[src/include/adcso_params.svh]
// Timing counts, field positions and reset values of the serial output block.
// Assumes a 40 MHz system clock; the status test count and the on-chip divider below are derived from that rate.
`ifndef ADCSO_PARAMS_SVH
`define ADCSO_PARAMS_SVH

// System clock rate in kHz (period 25 ns).
`define ADCSO_CLK_KHZ 40000
// Status test delay in ns and its least count of clock cycles, rounded up.
`define ADCSO_EOC_TEST_NS 500
`define ADCSO_EOC_TEST_CYC ((`ADCSO_EOC_TEST_NS * `ADCSO_CLK_KHZ + 999999) / 1000000)
// On-chip oscillator sample rate in kHz and the divider that yields it.
`define ADCSO_INT_OSC_KHZ 1800
`define ADCSO_INT_OSC_DIV (`ADCSO_CLK_KHZ / `ADCSO_INT_OSC_KHZ)
// External oscillator edges per modulator sample.
`define ADCSO_EXT_OSC_DIV 3'h5
// Half period of the generated serial clock, in system clock cycles.
`define ADCSO_SCK_HALF_CYC 20
// Frame length in serial clock edges.
`define ADCSO_FRAME_BITS 6'h20
// Rising edges needed before an abort takes a full code as the programmed ratio.
`define ADCSO_ABORT_MIN_EDGES 6'h05
// Ratio code width and its full-width shift for partial codes.
`define ADCSO_CODE_BITS 3'h5
// Conversion length is 2^RATE_SHIFT times the ratio: output rate is null / 8.
`define ADCSO_RATE_SHIFT 5'h03
// Ratio code decoding: exponent of two for each valid code.
`define ADCSO_CODE_TIE_LOW 5'h00
`define ADCSO_CODE_TIE_HIGH 4'hF
`define ADCSO_CODE_LOW_MIN 4'h1
`define ADCSO_CODE_LOW_MAX 4'h9
`define ADCSO_CODE_EXP_OFFSET 4'h5
`define ADCSO_EXP_TIE_LOW 4'h8
`define ADCSO_EXP_MAX 4'hF
// Reset values.
`define ADCSO_CODE_RESET 5'h00
`define ADCSO_EXP_RESET 4'h8

`endif

[src/include/adcso_pkg.sv]
// Types of the converter serial output block: states and state records.
// Assumes nothing beyond a SystemVerilog compiler.
package adcso_pkg;

  // Sequencer states, one-hot.
  typedef enum logic [3:0] {
    ADCSO_CONV  = 4'h1,
    ADCSO_SLEEP = 4'h2,
    ADCSO_TEST  = 4'h4,
    ADCSO_SHIFT = 4'h8
  } adcso_state_t;

  // Whole state of the serial output core.
  typedef struct packed {
    adcso_state_t st;
    logic         cs_m;
    logic         cs_s;
    logic         cs_d;
    logic         sck_m;
    logic         sck_s;
    logic         sck_d;
    logic         sdi_m;
    logic         sdi_s;
    logic         sel_m;
    logic         sel_s;
    logic         cont_m;
    logic         cont_s;
    logic [31:0]  shreg;
    logic [5:0]   cnt;
    logic [7:0]   tmr;
    logic [4:0]   code;
    logic [4:0]   inshift;
    logic [3:0]   exp;
    logic [18:0]  conv_cnt;
    logic         sdo;
    logic         sdo_oe;
    logic         sck;
    logic         sck_oe;
    logic         busy;
  } adcso_core_t;

  // Whole state of the modulator rate generator.
  typedef struct packed {
    logic        osc_m;
    logic        osc_s;
    logic        osc_d;
    logic        drv_m;
    logic        drv_s;
    logic [2:0]  ecnt;
    logic [15:0] icnt;
    logic        en;
  } adcso_rate_t;

endpackage

[src/logic/adcso_rate.sv]
// Modulator sample-rate enable generator.
// Assumes the oscillator pin and its select strap are asynchronous to clk_i.
`timescale 1ns/1ps
`default_nettype none
`include "adcso_params.svh"

module adcso_rate #(
  parameter logic [15:0] INT_DIV = 16'(`ADCSO_INT_OSC_DIV)
) (
  input  wire logic clk_i,
  input  wire logic rst_i,
  input  wire logic osc_pin_i,
  input  wire logic osc_driven_i,
  output logic      sample_en_o
);

  adcso_pkg::adcso_rate_t r;
  adcso_pkg::adcso_rate_t next_r;

  // --------------------------------------------------------------------------
  // Sample enable
  // --------------------------------------------------------------------------

  // One pulse per modulator sample, from the on-chip divider or from every
  // fifth external edge; the external clock must stay below half of clk_i.
  always_comb
  begin
    next_r       = r;
    next_r.osc_m = osc_pin_i;
    next_r.osc_s = r.osc_m;
    next_r.osc_d = r.osc_s;
    next_r.drv_m = osc_driven_i;
    next_r.drv_s = r.drv_m;
    next_r.en    = 1'b0;
    if (r.drv_s)
    begin
      next_r.icnt = 16'h0000;
      if (r.osc_s && !r.osc_d)
      begin
        if (r.ecnt == `ADCSO_EXT_OSC_DIV - 3'h1)
        begin
          next_r.ecnt = 3'h0;
          next_r.en   = 1'b1;
        end
        else
        begin
          next_r.ecnt = r.ecnt + 3'h1;
        end
      end
    end
    else
    begin
      next_r.ecnt = 3'h0;
      if (r.icnt >= INT_DIV - 16'h0001)
      begin
        next_r.icnt = 16'h0000;
        next_r.en   = 1'b1;
      end
      else
      begin
        next_r.icnt = r.icnt + 16'h0001;
      end
    end
  end

  // State register.
  always_ff @(posedge clk_i or posedge rst_i)
  begin
    if (rst_i)
    begin
      r <= '0;
    end
    else
    begin
      r <= next_r;
    end
  end

  assign sample_en_o = r.en;

endmodule // adcso_rate

`default_nettype wire

[src/logic/adcso_core.sv]
// Serial result output of a delta-sigma converter: conversion timing, sleep,
// status test, 32-bit frame shifting on an external or generated serial clock.
// Assumes all pins are asynchronous and the result word is valid at all times.
`timescale 1ns/1ps
`default_nettype none
`include "adcso_params.svh"

// Operation
// Conversion end loads result into shift register.
// External clock: sleep until first rising edge.
// External clock: 32nd falling edge restarts conversion.
// System ties select high for generated clock.
// Output floats while chip select high.
// Busy high converting, low until read.
// Generated clock starts after status test delay.
// Early chip select rise keeps device asleep.
// Generated clock drives frame on clock pin.
// After 32nd rise: output high, clock high.
// Chip select rise mid-frame aborts, converts.
// Short aborts use partial ratio code once.
// Continuous mode: all high converting, low sleeping.
// Continuous mode starts frame after sleep delay.
// Continuous mode: clock high throughout conversion.
// First bit is inverted done flag.
// Conversion spans eight times ratio samples.
// Grounded oscillator pin uses on-chip rate.
// External oscillator divided by five.
// System ties select low for host clock.
// Ratio code shifted in applies next conversion.
// Frame is 32 edges, counted from first.
module adcso_core #(
  parameter logic [15:0] SAMPLE_DIV = 16'(`ADCSO_INT_OSC_DIV)
) (
  input  wire logic        CLOCK_I,
  input  wire logic        RST_I,
  input  wire logic        CS_N_I,
  input  wire logic        SCK_I,
  input  wire logic        SDI_I,
  input  wire logic        CLOCK_SOURCE_SELECT_I,
  input  wire logic        CONTINUOUS_MODE_I,
  input  wire logic        OSCILLATOR_INPUT_I,
  input  wire logic        OSC_DRIVEN_I,
  input  wire logic [30:0] RESULT_I,
  output logic             SDO_O,
  output logic             SDO_OE_O,
  output logic             SCK_O,
  output logic             SCK_OE_O,
  output logic             BUSY_O,
  output logic [4:0]       OSR_CODE_O
);

  localparam logic [7:0] TEST_LAST = 8'(`ADCSO_EOC_TEST_CYC - 1);
  localparam logic [7:0] HALF_LAST = 8'(`ADCSO_SCK_HALF_CYC - 1);

  adcso_pkg::adcso_core_t r;
  adcso_pkg::adcso_core_t next_r;
  logic                   sample_en;
  logic                   sck_rise;
  logic                   sck_fall;
  logic                   cs_fall;
  logic                   internal;
  logic                   cont;
  logic [18:0]            conv_last;

  // Returns {valid, exponent of two} for a ratio selection code.
  function automatic logic [4:0] osr_decode(input logic [4:0] c);
    logic [4:0] res;
    res = 5'h00;
    if (c == `ADCSO_CODE_TIE_LOW)
      res = {1'b1, `ADCSO_EXP_TIE_LOW};
    else if (c[3:0] == `ADCSO_CODE_TIE_HIGH)
      res = {1'b1, `ADCSO_EXP_MAX};
    else if (c[3:0] >= `ADCSO_CODE_LOW_MIN && c[3:0] <= `ADCSO_CODE_LOW_MAX)
      res = {1'b1, c[3:0] + `ADCSO_CODE_EXP_OFFSET};
    return res;
  endfunction

  // --------------------------------------------------------------------------
  // Modulator rate
  // --------------------------------------------------------------------------

  adcso_rate #(
    .INT_DIV (SAMPLE_DIV)
  ) u_rate (
    .clk_i        (CLOCK_I),
    .rst_i        (RST_I),
    .osc_pin_i    (OSCILLATOR_INPUT_I),
    .osc_driven_i (OSC_DRIVEN_I),
    .sample_en_o  (sample_en)
  );

  // --------------------------------------------------------------------------
  // Sequencer
  // --------------------------------------------------------------------------

  // Edge and mode terms, taken from second synchroniser stages and, for edges, their delayed copies.
  assign sck_rise  = r.sck_s & ~r.sck_d;
  assign sck_fall  = ~r.sck_s & r.sck_d;
  assign cs_fall   = ~r.cs_s & r.cs_d;
  assign internal  = r.sel_s;
  assign cont      = r.cont_s & r.sel_s;
  assign conv_last = (19'h00001 << (5'(r.exp) + `ADCSO_RATE_SHIFT)) - 19'h00001;

  // Next-state logic. The serial input is captured only for the first five
  // rising edges; later input bits are ignored since the code is five bits.
  always_comb
  begin
    logic       capture;
    logic       start_conv;
    logic [4:0] partial;
    logic [4:0] dec;
    capture    = 1'b0;
    start_conv = 1'b0;
    partial    = 5'h00;
    dec        = 5'h00;
    next_r        = r;
    next_r.cs_m   = CS_N_I;
    next_r.cs_s   = r.cs_m;
    next_r.cs_d   = r.cs_s;
    next_r.sck_m  = SCK_I;
    next_r.sck_s  = r.sck_m;
    next_r.sck_d  = r.sck_s;
    next_r.sdi_m  = SDI_I;
    next_r.sdi_s  = r.sdi_m;
    next_r.sel_m  = CLOCK_SOURCE_SELECT_I;
    next_r.sel_s  = r.sel_m;
    next_r.cont_m = CONTINUOUS_MODE_I;
    next_r.cont_s = r.cont_m;
    case (r.st)
      adcso_pkg::ADCSO_CONV:
      begin
        if (internal && !cont && cs_fall)
          next_r.sck = 1'b0;
        else if (cont)
          next_r.sck = 1'b1;
        if (sample_en)
        begin
          if (r.conv_cnt == conv_last)
          begin
            next_r.conv_cnt = 19'h00000;
            next_r.shreg    = {1'b0, RESULT_I};
            next_r.st       = adcso_pkg::ADCSO_SLEEP;
            if (internal)
              next_r.sck = 1'b0;
          end
          else
          begin
            next_r.conv_cnt = r.conv_cnt + 19'h00001;
          end
        end
      end
      adcso_pkg::ADCSO_SLEEP:
      begin
        next_r.cnt     = 6'h00;
        next_r.tmr     = 8'h00;
        next_r.inshift = 5'h00;
        if (internal)
          next_r.sck = 1'b0;
        if (!internal)
        begin
          if (!r.cs_s && sck_rise)
          begin
            next_r.st  = adcso_pkg::ADCSO_SHIFT;
            next_r.cnt = 6'h01;
            capture    = 1'b1;
          end
        end
        else if (cont || !r.cs_s)
        begin
          next_r.st = adcso_pkg::ADCSO_TEST;
        end
      end
      adcso_pkg::ADCSO_TEST:
      begin
        if (!internal || (!cont && r.cs_s))
        begin
          next_r.st = adcso_pkg::ADCSO_SLEEP;
        end
        else if (r.tmr >= TEST_LAST)
        begin
          next_r.st  = adcso_pkg::ADCSO_SHIFT;
          next_r.sck = 1'b1;
          next_r.tmr = 8'h00;
          next_r.cnt = 6'h01;
          capture    = 1'b1;
        end
        else
        begin
          next_r.tmr = r.tmr + 8'h01;
        end
      end
      adcso_pkg::ADCSO_SHIFT:
      begin
        if (!cont && r.cs_s)
        begin
          start_conv = 1'b1;
        end
        else if (internal)
        begin
          if (r.tmr >= HALF_LAST)
          begin
            next_r.tmr = 8'h00;
            if (r.sck)
            begin
              if (r.cnt == `ADCSO_FRAME_BITS)
                start_conv = 1'b1;
              else
              begin
                next_r.sck   = 1'b0;
                next_r.shreg = {r.shreg[30:0], 1'b1};
              end
            end
            else
            begin
              next_r.sck = 1'b1;
              next_r.cnt = r.cnt + 6'h01;
              capture    = 1'b1;
            end
          end
          else
          begin
            next_r.tmr = r.tmr + 8'h01;
          end
        end
        else if (sck_rise)
        begin
          next_r.cnt = r.cnt + 6'h01;
          capture    = 1'b1;
        end
        else if (sck_fall)
        begin
          if (r.cnt == `ADCSO_FRAME_BITS)
            start_conv = 1'b1;
          else
            next_r.shreg = {r.shreg[30:0], 1'b1};
        end
      end
      default:
      begin
        next_r.st = adcso_pkg::ADCSO_CONV;
      end
    endcase
    // Ratio code bits arrive most significant first on rising edges.
    if (capture && r.cnt < `ADCSO_ABORT_MIN_EDGES)
      next_r.inshift = {r.inshift[3:0], r.sdi_s};
    // A full code that decodes becomes the programmed ratio; a short one that decodes is used once.
    if (start_conv)
    begin
      next_r.st       = adcso_pkg::ADCSO_CONV;
      next_r.conv_cnt = 19'h00000;
      next_r.cnt      = 6'h00;
      next_r.tmr      = 8'h00;
      if (internal)
        next_r.sck = 1'b1;
      if (r.cnt >= `ADCSO_ABORT_MIN_EDGES)
      begin
        dec = osr_decode(r.inshift);
        if (dec[4])
          next_r.code = r.inshift;
        else
          dec = osr_decode(r.code);
      end
      else
      begin
        partial = r.inshift << (`ADCSO_CODE_BITS - r.cnt[2:0]);
        dec     = osr_decode(partial);
        if (!dec[4])
          dec = osr_decode(r.code);
      end
      if (dec[4])
        next_r.exp = dec[3:0];
    end
    // Pin drivers, registered together with the state.
    next_r.busy   = (next_r.st == adcso_pkg::ADCSO_CONV);
    next_r.sdo    = (next_r.st == adcso_pkg::ADCSO_CONV) | next_r.shreg[31];
    next_r.sdo_oe = ~next_r.cs_s;
    next_r.sck_oe = next_r.sel_s;
  end

  // State register.
  always_ff @(posedge CLOCK_I or posedge RST_I)
  begin
    if (RST_I)
    begin
      r       <= '0;
      r.st    <= adcso_pkg::ADCSO_CONV;
      r.cs_m  <= 1'b1;
      r.cs_s  <= 1'b1;
      r.cs_d  <= 1'b1;
      r.code  <= `ADCSO_CODE_RESET;
      r.exp   <= `ADCSO_EXP_RESET;
      r.sdo   <= 1'b1;
      r.busy  <= 1'b1;
    end
    else
    begin
      r <= next_r;
    end
  end

  assign SDO_O      = r.sdo;
  assign SDO_OE_O   = r.sdo_oe;
  assign SCK_O      = r.sck;
  assign SCK_OE_O   = r.sck_oe;
  assign BUSY_O     = r.busy;
  assign OSR_CODE_O = r.code;
endmodule // adcso_core

`default_nettype wire

[config.mk]
export PLATFORM = sky130hd
export DESIGN_NAME = adcso_core
export DESIGN_NICKNAME = d
export VERILOG_FILES = /design/src/include/adcso_pkg.sv /design/src/logic/adcso_rate.sv /design/src/logic/adcso_core.sv
export VERILOG_INCLUDE_DIRS = /design/src /design/src/include
export SDC_FILE = /design/constraint.sdc
export NUM_CORES = 1
export LEC_CHECK = 0
export BUFFER_PORTS_ARGS = -buffer_cell sky130_fd_sc_hd__buf_2
export CORE_ASPECT_RATIO = 0.8
export CORE_MARGIN = 3
export CORE_UTILIZATION = 36
export CTS_CLUSTER_SIZE = 40
export DETAILED_ROUTE_END_ITERATION = 7
export GPL_TIMING_DRIVEN = 1
export PLACE_DENSITY_LB_ADDON = 0.1
export SLEW_MARGIN = 25
export SYNTH_ARGS = -nofsm -noshare
export SYNTH_HDL_FRONTEND = slang
export SYNTH_SLANG_ARGS = --single-unit
[constraint.sdc]
create_clock -name CLOCK_I -period 4.4 [get_ports CLOCK_I]
set_input_delay 0.66 -clock CLOCK_I [delete_from_list [all_inputs] [get_ports CLOCK_I]]
set_output_delay 0.66 -clock CLOCK_I [all_outputs]
set_load 0.01 [all_outputs]
==> results_dict.tcl <==
set metrics [dict create \
    holdCritPathClass "in -> reg" \
    muxShareOfSynthArea_pct 2.81 \
    postCtsSetupBuffers 0 \
    grt_util_all_layers_pct 15.9 \
    wl_per_cell_um 15.9 \
    cp_slowest_cell "dfrtp_1" \
    cp-end-kind "register" \
    power_mw 2.77 \
    crit_type "reg -> reg" \
    tritoncts "built" \
    finalSetupViolations 0 \
    r2r_slack_ns 1.17 \
    mostFrequentLayoutCells "117 x dfrtp_1, 62 x nand2_1, 51 x nor2_1" \
    timing.setup.tns_ns 0 \
    synth_top_family_by_area "simple AND/OR/NAND/NOR gates" \
    nNetsFinal 830 \
    cts_buffer_depth 2 \
    relSlewSlack_pct 41.7 \
    n_fill_cell 1887 \
    worstPathRequired_ns 4.70 \
    die_x_um 163 \
    ctsResizeCount 0 \
    dieArea_um2 21500 \
    overflow 0 \
    clock_skew_ns 0.00792 \
    drt_wl_total_mm 16.5 \
    synth-main-ff-cell "dfrtp_1" \
    leakagePower_nw 3.52 \
    irDropWorstVdd_uv 191 \
    place.gp.congestion 0.868 \
    status "completed" \
    synth_edf_count 0 \
    fp.coreArea_um2 19200 \
    syn_to_final_growth_pct 13.0 \
    drv_slew 0 \
    final_cells 1039 \
    synthArstFlopShare_pct 100 \
    clk_pin_slew_worst_paths_ns 0.06 \
    num_antenna_cells 0 \
    start_util_pct 37.1 \
    cp.arrival_ns 3.52 \
    hold_violations 0 \
    synth_cell_type_count 87 \
    h-tree-depth 4 \
    avgSynthCellArea_um2 9.77 \
    slowest_delay_ns 0.51 \
    ys_seq_area_share_pct 43.6 \
    max_cap_viol_count 0 \
    critPathMaxFanout 11 \
    drtPass1Iterations 5 \
    drt_iter0_markers 583 \
    die_h_um 132 \
    drive_gt1_share_pct 19.7 \
    cts_root_buffer "clkbuf_16" \
    post-place-cells 1007 \
    ys_ff_latch 124 \
    min_period_ns 3.23 \
    synth_xor_area_share_pct 2.46 \
    cts_buffers 17 \
    drc 0 \
    grt_max_degree 66 \
    grt_pass1_vias 5475 \
    worstMarginPinSlew_ns 0.870 \
    syn_inst 730 \
    drtAntennaViolNets 0 \
    startpoint_type "register" \
    antenna_found_initial 0 \
    insertion_delay_ns 0.42 \
    cts.sinks 124 \
    synthSimpleGateAreaFrac_pct 21.9 \
    ctsHoldBuffers 0 \
    fin_crit_sh_pct 73.4 \
    numPortBuffers 49 \
    synth_compound_area_share_pct 19.2 \
    num_vias 5552 \
    crit_path_cell_trace "ha_1 > nor2b_1 > and3_1 > inv_1 > ha_1 > inv_1 > o41ai_4 > a41oi_2 > o21ai_4 > mux2_4" \
    fmaxAchievable_mhz 310 \
    layout_commonest_cell "dfrtp_1" \
    avgViaCountPerCell 5.34 \
    grt_pass1_wl_mm 27.9 \
    rsz0062_at_grt "false" \
    ios 50 \
    dp_hpwl_mm 11.9 \
    cellPowerDensity_nw_per_um2 344 \
    synthAdderAreaFrac_pct 3.86 \
    ys_warn_count 0 \
    synth_area_um2 7130 \
    num_rows 45 \
]
==> logic make-up (layout without fill, tap and decap cells) <==
logic type | Yosys count | after routing
adders and majority gates | 22 | 22
xor gates and xnor gates | 20 | 20
AOI/OAI and AO/OA | 180 | 180
and+or+nand+nor | 283 | 283
muxes | 17 | 17
other | 2 | 13
buffers and inverters | 82 | 122
DFF | 124 | 124
==> state kept, by name, indices dropped and copies added, names as in the netlist <==
name / count
r: 82
u_rate.r: 21
next_r: 7
OSR_CODE_O: 5
u_rate.next_r: 3
BUSY_O: 1
SCK_O: 1
SCK_OE_O: 1
SDO_O: 1
SDO_OE_O: 1
u_rate.sample_en_o: 1
==> per-layer routing <==
metal	wire length [um]	track usage, %	vias up
li1	-	-	2701
met2	7300	23.3	113
met4	175	4.27	0
met3	640	3.71	13
met5	0	0	-
met1	8440	23.4	2725
==> synth_stat cells, types with 10 or more instances <==
master,count,area [um^2]
dfrtp_1,117,2930
nand2_1,62,233
nor2_1,51,191
o21ai_0,38,190
inv_1,36,135
a221o_1,30,300
and2_2,24,180
clkbuf_1,24,90.1
nand3_1,24,120
a21oi_1,23,115
nor3_1,23,115
ha_1,22,275
and2_1,16,100
a31oi_1,13,81.3
buf_6,12,135
xnor2_1,11,96.3
nand2b_1,10,62.6
nand4_1,10,62.6
==> final cells by class <==
| type | instances | area [um^2] | share of cell area (%) |
|---|---|---|---|
| Multi-Input combinational cell | 535 | 3630 | 45.0 |
| Sequential cell | 124 | 3110 | 38.6 |
| Clock buffer | 17 | 425 | 5.28 |
| Tap cell | 258 | 323 | 4.01 |
| Timing Repair Buffer | 54 | 283 | 3.51 |
| Clock inverter | 15 | 151 | 1.88 |
| Inverter | 36 | 138 | 1.71 |
==> path summary, 6_finish.rpt <==
kind	cells past startpoint	to	from
setup / recovery	10	r[26]	r[47]
hold / removal	1	next_r[94]	CS_N_I
setup reg to reg	10	r[26]	r[47]
hold reg to reg	0	r[84]	next_r[84]
max in group asynchronous	3	next_r[93]	RST_I
min in group asynchronous	2	r[58]	RST_I
==> worst max-delay path, delay by kind of cell, from the launching register on <==
kind	cells	cell delay, ns
AOI/OAI and AO/OA	3	0.96
DFF	1	0.51
adders and majority gates	2	0.69
and+or+nand+nor	2	0.44
buffers and inverters	2	0.19
muxes	1	0.32
==> report_power, final <==
| group | internal (mW) | switching (mW) |
|---|---|---|
| clock network | 0.796 | 0.573 |
| registers | 1.18 | 0.0565 |
| logic | 0.0712 | 0.0924 |
| total | 2.05 | 0.722 |
==> metrics by stage <==
step	hold WS [ns]	worst slack, ns	area [um^2]	utilization, %
floorplan	0.331	0.452	7170	-
global placement	0.333	1.33	7480	39.0
detailed placement	0.335	1.19	7480	39.0
CTS	0.324	1.18	8060	42.0
global route	0.322	0.927	8060	42.0
finish	0.346	1.17	8060	42.0
No activity file was read; power rests on OpenSTA's default activity.
